## config.mk

```make
export PLATFORM = sky130hd
export DESIGN_NAME = bmcc_conv_ctrl
export DESIGN_NICKNAME = d
export VERILOG_FILES = /design/src/rtl/bmcc_pkg.sv /design/src/rtl/bmcc_conv_ctrl.sv /design/src/rtl/bmcc_result_mem.sv
export SDC_FILE = /design/constraint.sdc
export NUM_CORES = 1
export LEC_CHECK = 0
export BUFFER_PORTS_ARGS = -buffer_cell sky130_fd_sc_hd__buf_4
export CORE_UTILIZATION = 25
export CTS_CLUSTER_DIAMETER = 150
export DETAILED_ROUTE_END_ITERATION = 8
export PLACE_DENSITY_LB_ADDON = 0.25
export SLEW_MARGIN = 20
export SYNTH_ARGS = -nofsm -noshare
export SYNTH_HDL_FRONTEND = slang
export SYNTH_SLANG_ARGS = --single-unit
```

## constraint.sdc

```tcl
create_clock -name ref_clk_i -period 4.2 [get_ports ref_clk_i]
set_input_delay 0.21 -clock ref_clk_i [delete_from_list [all_inputs] [get_ports ref_clk_i]]
set_output_delay 0.21 -clock ref_clk_i [all_outputs]
set_load 0.1 [all_outputs]
```

## src/rtl/bmcc_pkg.sv

```systemverilog
// Shared constants and types of the battery monitor conversion control
package bmcc_pkg;

   // -----------------------------------------------------------------
   // Timing
   // -----------------------------------------------------------------
   localparam int CLK_PS          = 5000;
   localparam int T_CHAN_NS       = 1000;
   localparam int CHAN_CYC        = (T_CHAN_NS * 1000 + CLK_PS - 1) / CLK_PS;
   localparam int T_ACQ_BASE_NS   = 400;
   localparam int ACQ_BASE_CYC    = (T_ACQ_BASE_NS * 1000 + CLK_PS - 1) / CLK_PS;
   localparam int T_ACQ_STEP_NS   = 400;
   localparam int ACQ_STEP_CYC    = (T_ACQ_STEP_NS * 1000 + CLK_PS - 1) / CLK_PS;

   // -----------------------------------------------------------------
   // Channels, widths and frame layout
   // -----------------------------------------------------------------
   localparam int N_CELL          = 6;
   localparam int N_AUX           = 6;
   localparam int N_CHAN          = N_CELL + N_AUX;
   localparam int RES_W           = 12;
   localparam int ACC_W           = RES_W + 3;
   localparam int FRAME_BITS      = 32;
   localparam int FR_PAD_W        = FRAME_BITS - 4 - RES_W;

   // -----------------------------------------------------------------
   // Reset values
   // -----------------------------------------------------------------
   localparam logic [1:0] AVG_RST = 2'h0;
   localparam logic [1:0] ACQ_RST = 2'h0;

   // -----------------------------------------------------------------
   // Synchroniser slots; chip select and convert start idle high
   // -----------------------------------------------------------------
   localparam int SY_SCLK         = 0;
   localparam int SY_CS           = 1;
   localparam int SY_SDI          = 2;
   localparam int SY_CNV          = 3;
   localparam int SY_ALH          = 4;
   localparam int SY_SDH          = 5;
   localparam int N_SY            = 6;
   localparam logic [5:0] SY_RST  = 6'h0A;

   typedef enum logic [1:0] {
      BMCC_IDLE  = 2'b00,
      BMCC_ACQ   = 2'b01,
      BMCC_CONV  = 2'b10,
      BMCC_STORE = 2'b11
   } bmcc_state_e;

   typedef struct packed {
      logic [1:0]       mode;
      logic [RES_W-1:0] cell_hi;
      logic [RES_W-1:0] cell_lo;
      logic [RES_W-1:0] aux_hi;
      logic [RES_W-1:0] aux_lo;
   } bmcc_thr_s;

   typedef struct packed {
      logic [3:0]       sel;
      logic             start;
   } bmcc_adc_req_s;

   typedef struct packed {
      logic             done;
      logic [RES_W-1:0] data;
   } bmcc_adc_rsp_s;

endpackage

```

## src/rtl/bmcc_conv_ctrl.sv

```systemverilog
// Conversion sequencer, serial link, alert and daisy-chain relays
//
// Function
// - One start runs all twelve channels: six cells, six auxiliary.
// - A rising chip-select edge may also start the sequence.
// - Each channel result goes to its own result word.
// - Each channel slot lasts at least 1 us.
// - An acquisition setting lengthens each acquisition.
// - Averaging setting repeats each measurement two, four or eight times.
// - Only the averaged value is stored.
// - After reset: single conversion, 1 us default slot.
// - Results are read and words written over the four-wire serial link.
// - Alert when a result is above upper or below lower threshold.
// - Alert mode and thresholds come from stored settings.
// - Six independent on/off cell balance outputs.
// - Data from devices above is forwarded down the chain.
// - Serial control is relayed up the chain.
// - Convert start acts on its falling edge.
// - Data shifts out on rising serial clock; 32 clocks per word.
// - Top cell first, then lower cells, then auxiliary channels.
`timescale 1ns/100ps
`default_nettype none
module bmcc_conv_ctrl (
   input  wire logic               ref_clk_i,
   input  wire logic               arst_n_i,
   input  wire logic               convert_start_n_i,
   output logic                    convert_start_relay_up_o,
   input  wire logic               spi_sclk_i,
   input  wire logic               spi_cs_n_i,
   input  wire logic               spi_sdi_i,
   output logic                    spi_sdo_o,
   output logic                    sclk_hi_o,
   output logic                    cs_hi_n_o,
   output logic                    sdo_hi_o,
   input  wire logic               sdi_hi_i,
   output logic                    sdo_lo_o,
   input  wire logic               alert_hi_i,
   output logic                    alert_o,
   output logic                    alert_lo_o,
   input  wire logic               chain_pass_i,
   input  wire logic               cs_conv_en_i,
   input  wire logic [1:0]         avg_sel_i,
   input  wire logic [1:0]         acq_sel_i,
   input  wire bmcc_pkg::bmcc_thr_s thr_i,
   input  wire logic [5:0]         cb_en_i,
   output logic      [5:0]         cell_balance_out_o,
   output bmcc_pkg::bmcc_adc_req_s adc_req_o,
   input  wire bmcc_pkg::bmcc_adc_rsp_s adc_rsp_i,
   output logic                    busy_o,
   output logic      [31:0]        rx_word_o,
   output logic                    rx_valid_o
);

   // ----------------------------------------------------------------
   // State
   // ----------------------------------------------------------------
   typedef struct packed {
      logic [bmcc_pkg::N_SY-1:0][2:0]       sy;
      logic [bmcc_pkg::N_SY-1:0]            lvl;
      bmcc_pkg::bmcc_state_e                st;
      logic [3:0]                           chan;
      logic [2:0]                           rep;
      logic [9:0]                           cnt;
      logic                                 got;
      logic [bmcc_pkg::ACC_W-1:0]           acc;
      logic [1:0]                           avg;
      logic [1:0]                           acq;
      logic                                 adc_start;
      logic                                 wr_en;
      logic [3:0]                           wr_addr;
      logic [bmcc_pkg::RES_W-1:0]           wr_data;
      logic [bmcc_pkg::N_CHAN-1:0]          alert_vec;
      logic                                 alert;
      logic [5:0]                           cb;
      logic [bmcc_pkg::FRAME_BITS-1:0]      sh_out;
      logic [bmcc_pkg::FRAME_BITS-1:0]      sh_in;
      logic [5:0]                           bitcnt;
      logic [3:0]                           rd_ptr;
      logic                                 sdo;
      logic [bmcc_pkg::FRAME_BITS-1:0]      rx_word;
      logic                                 rx_valid;
   } bmcc_ctl_s;

   bmcc_ctl_s q;
   bmcc_ctl_s d;

   logic [bmcc_pkg::N_SY-1:0]  pins;
   logic [bmcc_pkg::N_SY-1:0]  chg;
   logic [bmcc_pkg::N_SY-1:0]  rise;
   logic [bmcc_pkg::N_SY-1:0]  fall;
   logic                       start_req;
   logic [bmcc_pkg::RES_W-1:0] rdata;

   if (bmcc_pkg::N_CHAN != 12 || bmcc_pkg::ACC_W != bmcc_pkg::RES_W + 3) begin : g_chk
      $error("channel count or accumulator width not served");
   end

   // ----------------------------------------------------------------
   // Helpers
   // ----------------------------------------------------------------
   function automatic logic [9:0] acq_len(input logic [1:0] s);
      return 10'(bmcc_pkg::ACQ_BASE_CYC) + 10'(s) * 10'(bmcc_pkg::ACQ_STEP_CYC);
   endfunction

   function automatic logic [9:0] slot_len(input logic [1:0] s);
      return 10'(bmcc_pkg::CHAN_CYC) + 10'(s) * 10'(bmcc_pkg::ACQ_STEP_CYC);
   endfunction

   function automatic logic out_of_range(input logic [3:0] ch,
                                         input logic [11:0] v,
                                         input bmcc_pkg::bmcc_thr_s t);
      if (ch < 4'(bmcc_pkg::N_CELL)) begin
         return t.mode[0] && (v > t.cell_hi || v < t.cell_lo);
      end
      return t.mode[1] && (v > t.aux_hi || v < t.aux_lo);
   endfunction

   // ----------------------------------------------------------------
   // Pin sampling: a change counts once second and third stage agree
   // ----------------------------------------------------------------
   assign pins = {sdi_hi_i, alert_hi_i, convert_start_n_i,
                  spi_sdi_i, spi_cs_n_i, spi_sclk_i};

   for (genvar i = 0; i < bmcc_pkg::N_SY; i++) begin : g_edge
      assign chg[i]  = (q.sy[i][1] == q.sy[i][2]) && (q.sy[i][2] != q.lvl[i]);
      assign rise[i] = chg[i] && q.sy[i][2];
      assign fall[i] = chg[i] && !q.sy[i][2];
   end

   assign start_req = fall[bmcc_pkg::SY_CNV] ||
                      (rise[bmcc_pkg::SY_CS] && cs_conv_en_i);

   // ----------------------------------------------------------------
   // Next state
   // ----------------------------------------------------------------
   always_comb begin
      d           = q;
      d.wr_en     = 1'b0;
      d.adc_start = 1'b0;
      d.rx_valid  = 1'b0;
      for (int i = 0; i < bmcc_pkg::N_SY; i++) begin
         d.sy[i] = {q.sy[i][1:0], pins[i]};
         if (q.sy[i][1] == q.sy[i][2]) begin
            d.lvl[i] = q.sy[i][2];
         end
      end
      d.cb    = cb_en_i;
      d.alert = (|q.alert_vec) || q.lvl[bmcc_pkg::SY_ALH];

      // Serial frame: word loaded at select, shifted on rising clock
      if (fall[bmcc_pkg::SY_CS]) begin
         d.sh_out = {q.rd_ptr, rdata, {bmcc_pkg::FR_PAD_W{1'b0}}};
         d.bitcnt = 6'h00;
      end else if (!q.lvl[bmcc_pkg::SY_CS]) begin
         if (rise[bmcc_pkg::SY_SCLK] && q.bitcnt != 6'h00) begin
            d.sh_out = {q.sh_out[30:0], 1'b0};
         end
         if (fall[bmcc_pkg::SY_SCLK] && q.bitcnt < 6'h20) begin
            d.sh_in  = {q.sh_in[30:0], q.lvl[bmcc_pkg::SY_SDI]};
            d.bitcnt = q.bitcnt + 6'h01;
            if (q.bitcnt == 6'h1F) begin
               d.rx_word  = {q.sh_in[30:0], q.lvl[bmcc_pkg::SY_SDI]};
               d.rx_valid = 1'b1;
               d.rd_ptr   = (q.rd_ptr == 4'hB) ? 4'h0 : q.rd_ptr + 4'h1;
            end
         end
      end
      d.sdo = chain_pass_i ? q.lvl[bmcc_pkg::SY_SDH] : d.sh_out[31];

      // Sequencer
      case (q.st)
         bmcc_pkg::BMCC_IDLE: begin
            if (start_req) begin
               d.st     = bmcc_pkg::BMCC_ACQ;
               d.chan   = 4'h0;
               d.rep    = 3'h0;
               d.cnt    = 10'h000;
               d.got    = 1'b0;
               d.acc    = '0;
               d.avg    = avg_sel_i;
               d.acq    = acq_sel_i;
               d.rd_ptr = 4'h0;
            end
         end
         bmcc_pkg::BMCC_ACQ: begin
            d.cnt = q.cnt + 10'h001;
            if (q.cnt == acq_len(q.acq)) begin
               d.adc_start = 1'b1;
               d.st        = bmcc_pkg::BMCC_CONV;
            end
         end
         bmcc_pkg::BMCC_CONV: begin
            if (q.cnt != 10'h3FF) begin
               d.cnt = q.cnt + 10'h001;
            end
            if (adc_rsp_i.done && !q.got) begin
               d.got = 1'b1;
               d.acc = q.acc + bmcc_pkg::ACC_W'(adc_rsp_i.data);
            end
            if (q.got && q.cnt >= slot_len(q.acq)) begin
               if (q.rep == 3'((4'h1 << q.avg) - 4'h1)) begin
                  d.st = bmcc_pkg::BMCC_STORE;
               end else begin
                  d.rep = q.rep + 3'h1;
                  d.cnt = 10'h000;
                  d.got = 1'b0;
                  d.st  = bmcc_pkg::BMCC_ACQ;
               end
            end
         end
         bmcc_pkg::BMCC_STORE: begin
            d.wr_en   = 1'b1;
            d.wr_addr = q.chan;
            d.wr_data = bmcc_pkg::RES_W'(q.acc >> q.avg);
            d.alert_vec[q.chan] = out_of_range(q.chan,
                                               bmcc_pkg::RES_W'(q.acc >> q.avg),
                                               thr_i);
            d.acc = '0;
            d.rep = 3'h0;
            d.cnt = 10'h000;
            d.got = 1'b0;
            if (q.chan == 4'(bmcc_pkg::N_CHAN - 1)) begin
               d.st = bmcc_pkg::BMCC_IDLE;
            end else begin
               d.chan = q.chan + 4'h1;
               d.st   = bmcc_pkg::BMCC_ACQ;
            end
         end
         default: begin
            d.st = bmcc_pkg::BMCC_IDLE;
         end
      endcase
   end

   always_ff @(posedge ref_clk_i or negedge arst_n_i) begin
      if (!arst_n_i) begin
         for (int i = 0; i < bmcc_pkg::N_SY; i++) begin
            q.sy[i] <= {3{bmcc_pkg::SY_RST[i]}};
         end
         q.lvl       <= bmcc_pkg::SY_RST;
         q.st        <= bmcc_pkg::BMCC_IDLE;
         q.chan      <= 4'h0;
         q.rep       <= 3'h0;
         q.cnt       <= 10'h000;
         q.got       <= 1'b0;
         q.acc       <= '0;
         q.avg       <= bmcc_pkg::AVG_RST;
         q.acq       <= bmcc_pkg::ACQ_RST;
         q.adc_start <= 1'b0;
         q.wr_en     <= 1'b0;
         q.wr_addr   <= 4'h0;
         q.wr_data   <= '0;
         q.alert_vec <= '0;
         q.alert     <= 1'b0;
         q.cb        <= 6'h00;
         q.sh_out    <= '0;
         q.sh_in     <= '0;
         q.bitcnt    <= 6'h00;
         q.rd_ptr    <= 4'h0;
         q.sdo       <= 1'b0;
         q.rx_word   <= '0;
         q.rx_valid  <= 1'b0;
      end else begin
         q <= d;
      end
   end

   bmcc_result_mem #(
      .DEPTH (bmcc_pkg::N_CHAN),
      .W     (bmcc_pkg::RES_W)
   ) u_mem (
      .ref_clk_i (ref_clk_i),
      .arst_n_i  (arst_n_i),
      .we_i      (q.wr_en),
      .waddr_i   (q.wr_addr),
      .wdata_i   (q.wr_data),
      .raddr_i   (q.rd_ptr),
      .rdata_q_o (rdata)
   );

   // ----------------------------------------------------------------
   // Outputs; control relayed up the chain
   // ----------------------------------------------------------------
   assign convert_start_relay_up_o = q.lvl[bmcc_pkg::SY_CNV];
   assign sclk_hi_o          = q.lvl[bmcc_pkg::SY_SCLK];
   assign cs_hi_n_o          = q.lvl[bmcc_pkg::SY_CS];
   assign sdo_hi_o           = q.lvl[bmcc_pkg::SY_SDI];
   assign spi_sdo_o          = q.sdo;
   assign sdo_lo_o           = q.sdo;
   assign alert_o            = q.alert;
   assign alert_lo_o         = q.alert;
   assign cell_balance_out_o = q.cb;
   assign adc_req_o.sel      = q.chan;
   assign adc_req_o.start    = q.adc_start;
   assign busy_o             = (q.st != bmcc_pkg::BMCC_IDLE);
   assign rx_word_o          = q.rx_word;
   assign rx_valid_o         = q.rx_valid;

   // ----------------------------------------------------------------
   // Assertions
   // ----------------------------------------------------------------
   property p_cnv_start;
      @(posedge ref_clk_i) disable iff (!arst_n_i)
      (q.st == bmcc_pkg::BMCC_IDLE && fall[bmcc_pkg::SY_CNV])
      |=> (q.st == bmcc_pkg::BMCC_ACQ && q.chan == 4'h0);
   endproperty
   a_cnv_start: assert property (p_cnv_start)
      else $error("convert start falling edge did not launch at top cell");

   property p_cs_start;
      @(posedge ref_clk_i) disable iff (!arst_n_i)
      (q.st == bmcc_pkg::BMCC_IDLE && rise[bmcc_pkg::SY_CS] && cs_conv_en_i)
      |=> busy_o;
   endproperty
   a_cs_start: assert property (p_cs_start)
      else $error("chip select rising edge did not start the sequence");

   property p_busy_ignore;
      @(posedge ref_clk_i) disable iff (!arst_n_i)
      (q.st == bmcc_pkg::BMCC_ACQ && q.cnt > 10'h001 && start_req)
      |=> (q.cnt == $past(q.cnt) + 10'h001 && q.chan == $past(q.chan));
   endproperty
   a_busy_ignore: assert property (p_busy_ignore)
      else $error("start request disturbed a running sequence");

   property p_slot_min;
      @(posedge ref_clk_i) disable iff (!arst_n_i)
      (q.st == bmcc_pkg::BMCC_CONV && d.st != bmcc_pkg::BMCC_CONV)
      |-> q.cnt >= 10'(bmcc_pkg::CHAN_CYC);
   endproperty
   a_slot_min: assert property (p_slot_min)
      else $error("channel slot shorter than one microsecond");

   property p_acq_time;
      @(posedge ref_clk_i) disable iff (!arst_n_i)
      $rose(q.adc_start) |-> $past(q.cnt) == acq_len(q.acq);
   endproperty
   a_acq_time: assert property (p_acq_time)
      else $error("conversion started at wrong acquisition count");

   property p_avg_count;
      @(posedge ref_clk_i) disable iff (!arst_n_i)
      q.wr_en |-> $past(q.rep) == 3'((4'h1 << q.avg) - 4'h1);
   endproperty
   a_avg_count: assert property (p_avg_count)
      else $error("stored after wrong number of samples");

   property p_avg_value;
      @(posedge ref_clk_i) disable iff (!arst_n_i)
      q.wr_en |-> q.wr_data == bmcc_pkg::RES_W'($past(q.acc) >> $past(q.avg));
   endproperty
   a_avg_value: assert property (p_avg_value)
      else $error("stored value is not the average");

   property p_seq_end;
      @(posedge ref_clk_i) disable iff (!arst_n_i)
      $fell(busy_o) |-> (q.wr_en && q.wr_addr == 4'hB);
   endproperty
   a_seq_end: assert property (p_seq_end)
      else $error("sequence ended before the last channel");

   property p_alert_or;
      @(posedge ref_clk_i) disable iff (!arst_n_i)
      ##1 alert_o == ($past(|q.alert_vec) || $past(q.lvl[bmcc_pkg::SY_ALH]));
   endproperty
   a_alert_or: assert property (p_alert_or)
      else $error("alert is not local alert ORed with relayed alert");

   property p_frame_len;
      @(posedge ref_clk_i) disable iff (!arst_n_i)
      rx_valid_o |-> ($past(q.bitcnt) == 6'h1F && q.bitcnt == 6'h20);
   endproperty
   a_frame_len: assert property (p_frame_len)
      else $error("word completed after other than 32 clocks");

   property p_balance;
      @(posedge ref_clk_i) disable iff (!arst_n_i)
      ##1 cell_balance_out_o == $past(cb_en_i);
   endproperty
   a_balance: assert property (p_balance)
      else $error("cell balance output does not follow its enable");

endmodule
`default_nettype wire

```

## src/rtl/bmcc_result_mem.sv

```systemverilog
// Result store: one word per channel, registered read data
`timescale 1ns/100ps
`default_nettype none
module bmcc_result_mem #(
   parameter int DEPTH = 12,
   parameter int W     = 12
) (
   input  wire logic                     ref_clk_i,
   input  wire logic                     arst_n_i,
   input  wire logic                     we_i,
   input  wire logic [$clog2(DEPTH)-1:0] waddr_i,
   input  wire logic [W-1:0]             wdata_i,
   input  wire logic [$clog2(DEPTH)-1:0] raddr_i,
   output logic      [W-1:0]             rdata_q_o
);

   logic [W-1:0] mem_q [DEPTH];

   if (DEPTH < 2 || W < 1) begin : g_chk
      $error("result store depth or width not served");
   end

   always_ff @(posedge ref_clk_i) begin
      if (we_i) begin
         mem_q[waddr_i] <= wdata_i;
      end
   end

   always_ff @(posedge ref_clk_i or negedge arst_n_i) begin
      if (!arst_n_i) begin
         rdata_q_o <= '0;
      end else begin
         rdata_q_o <= mem_q[raddr_i];
      end
   end

endmodule
`default_nettype wire

```

==> qor.log <==
INFO  cts            cts.hold.buffers_added=19
INFO  cts            root_buf_cell=clkbuf_16
INFO  synth          synthesis.instances=1299
INFO  routing        drt-total-wl=36900µm
INFO  synth          synth_top_cell_by_area=dfrtp_1
INFO  synth          mappedNetlistArea=16500µm²
INFO  synth          synth-seq-area-share=0.593
INFO  global_routing grt_max_degree=105
INFO  die            io-pin-count=136
INFO  routing        post_drt_via_cell_ratio=4.40
INFO  critical_path  worst_ep_required_time=4.58ns
INFO  routing        drc=0
INFO  cells_and_area drive_above_1_share=0.222
INFO  global_routing grt_antenna_before_repair=0
INFO  job            maxCapViolCount=0
INFO  critical_path  slowest_cell_on_crit_path=dfrtp_1
INFO  sta            layout_worst_path_cycle_share=0.887
INFO  placed_design  port_buffers=135
INFO  routing        dr_total_vias=10200
INFO  critical_path  slowest_delay=0.82ns
INFO  critical_path  timing.critical_path.to_type=register
INFO  critical_path  arrival_time_of_the_worst_setup_path=4.10ns
INFO  synth          dominant_cells_by_area_after_synthesis=dfrtp_1, edfxtp_1, mux4_2
INFO  cts            tritoncts.num_buffers=40
INFO  pwr            vdd_ir_drop_max=282µV
INFO  cells_and_area utilization=0.305
INFO  synth          synthFlopType=dfrtp_1
INFO  pwr            p_leak=0.00848µW
INFO  sta            finalSetupTns=0ns
INFO  die            rows=93
INFO  critical_path  worstPathMaxFanout=16
INFO  global_routing grt_util_all_layers=0.111
INFO  critical_path  crit_path_cell_trace=mux4_2, ha_1, nand4_1, or3_1, nand3_1, a31oi_1, a2111oi_4, a31oi_1
INFO  pwr            power_per_cell_area=505nW/µm²
INFO  run_status     outcome=finished clean
INFO  cts            cts.path.max_buffers=3
INFO  sta            maxClockFrequency=0.269GHz
INFO  sta            final_number_of_hold_violating_endpoints=0
INFO  sta            setup_violating_endpoint_count_in_the_final_report=0
INFO  cells_and_area layout.filler_cells=6490
INFO  placed_design  routabilityCongestion=0.830
INFO  synth          synth-edff-count=144
INFO  sta            timing.final.max_slew_violations=0
INFO  global_routing grt_pass1_wl=59200µm
INFO  cells_and_area areaGrowthSynthToFinish=19.7%
INFO  sta            clock_skew=0.0173ns
INFO  synth          ys_ff_latch=362
INFO  sta            worst_slew_margin_rel=0.310
INFO  synth          synth.avg_cell_area=12.7µm²
INFO  cts            clk_pin_slew_worst_paths=0.06ns
INFO  synth          synthDistinctLibCells=67
INFO  cts            insertion_delay=0.55ns
INFO  synth          syn-num-nets=1459
INFO  cells_and_area antenna-diode-count=0
INFO  die            initial_core_util=0.255
INFO  critical_path  cell_type_with_the_highest_occurrence_count_on_the_critical_path=a31oi_1
INFO  hold_path      min_path_type=input pin to register
INFO  synth          ys_async_sr_fraction=0.602
INFO  synth          yosys_warnings=0
INFO  placed_design  hpwlAfterDp=25500µm
INFO  die            design.die.area=67000µm²
INFO  sta            hold_slack=0.0602ns
INFO  cells_and_area final_net_count=1584
INFO  routing        route.detailed.wl_per_inst=16.0µm
INFO  routing        violation_count_after_the_first_detailed_route_iteration=570
INFO  cts            post_cts.repair.setup_buffers=0
INFO  critical_path  worstSetupStartpointType=register
INFO  cts            htreeDepth=2
INFO  sta            worst_pin_slew=1.04ns
INFO  cts            cts_tree=yes
INFO  routing        number_of_routed_nets_with_antenna_violations=0
INFO  global_routing grt_pass1_vias=10400
INFO  cts            post_cts_resize_count=0
INFO  synth          synth_top_area_frac=0.318
INFO  die            fp.coreArea=64800µm²
INFO  die            die_h=259µm
INFO  critical_path  crit_type=register to register
INFO  routing        initial_drt_pass_iterations=5
INFO  global_routing globalRouteOverflowTotal=0
INFO  sta            final_worst_path_period_need=3.72ns
INFO  cts            clkSinkCount=362
INFO  sta            grt_setup_unrepaired=false
INFO  die            floorplan.die.width=259µm
[cell families (layout without fill, tap and decap cells)]
| family | after synthesis | after routing | synth area share |
|---|---|---|---|
| xor+xnor | 16 | 16 | 0.00849 |
| buf+inv | 163 | 319 | 0.0492 |
| mux | 128 | 128 | 0.117 |
| flops | 362 | 362 | 0.593 |
| simple gates | 359 | 359 | 0.0979 |
| compound gates | 188 | 188 | 0.0718 |
| fa+ha+maj | 83 | 83 | 0.0625 |
[per-stage QoR]
step                setup slack, ns  area, µm²  std cells  total power (µW)
global route                  0.236      19800       2310             10500
finish                        0.477      19800       2310              9980
CTS                           0.489      19800       2310             10200
detailed placement            0.499      18200       2218              6590
floorplan                     0.967      16500       1299              5980
global placement              0.609      18200       2218              6540
[metal layers]
metal	GRT usage	vias to the layer above	share of wire	routed length, µm
met1	0.149	5011	0.47	17300
li1	-	4892	-	-
met3	0.0187	53	0.042	1560
met5	0	-	0	0
met2	0.180	205	0.47	17200
met4	0.0352	0	0.020	743
[cells in the mapped netlist, types with 36 or more instances]
master	count
a21oi_1	46
buf_4	46
dfrtp_1	210
edfxtp_1	144
ha_1	76
inv_1	67
mux2_2	36
mux2i_1	44
mux4_2	48
nand2_1	202
nor2_1	55
o21ai_0	45
[sequential cells by signal, indices dropped and copies added (netlist names)]
register	flops
u_mem.rdata_q_o	12
cell_balance_out_o	6
sclk_hi_o	1
cs_hi_n_o	1
convert_start_relay_up_o	1
sdo_lo_o	1
q	144
u_mem.mem_q	144
adc_req_o	5
rx_valid_o	1
d	12
alert_lo_o	1
rx_word_o	32
sdo_hi_o	1
[area by class of cell]
class                   count  area, µm²  share of cell area
flip-flops and latches    362       9790               0.496
well taps                 855       1070              0.0542
clock inverters            13        109             0.00551
inverters                  69        259              0.0131
multi-input cells         774       5900               0.299
repair buffers            177       1410              0.0713
clock buffers              60       1210              0.0615
[layout by cell type (no fill, tap or decap), drive strengths merged, types with 8 or more instances in the layout]
master       instances
a211o                9
mux2i               44
and3                12
ha                  76
nor3b                9
dfstp                8
edfxtp             144
nand2              202
nand2b               8
nor3                12
dlygate4sd3         19
a21oi               46
mux2                36
clkbuf              60
nand4               18
nand3               14
mux4                48
dfrtp              210
clkinv               9
xor2                 8
inv                 70
o211ai              11
a31oi               16
nor2                55
xnor2                8
o21ai               62
buf                158
[critical path: cells and delay by family, from the launching register on]
family	cells	cell delay, ns
fa+ha+maj	1	0.36
flops	1	0.82
compound gates	3	1.02
mux	1	0.70
simple gates	3	0.65
[final timing paths]
check                                     end  cells past startpoint  slack (ns)          from
worst max-delay path                   q[125]                      8        0.48        q[147]
worst min-delay path                   q[149]                      3        0.06  adc_rsp_i[0]
worst max register to register         q[125]                      8        0.48        q[147]
worst min register to register         d[198]                      0        0.35        d[197]
max in group asynchronous               q[83]                      3        2.91      arst_n_i
min in group asynchronous       rx_word_o[14]                      2        0.31      arst_n_i
[where the power goes]
part / internal [µW] / total, µW / switching (µW)
registers: 4010 / 4480 / 470
clock network: 2070 / 3490 / 1410
logic: 883 / 2020 / 1140
total: 6960 / 9980 / 3020
Note: power is estimated with default switching activity, not from simulation.
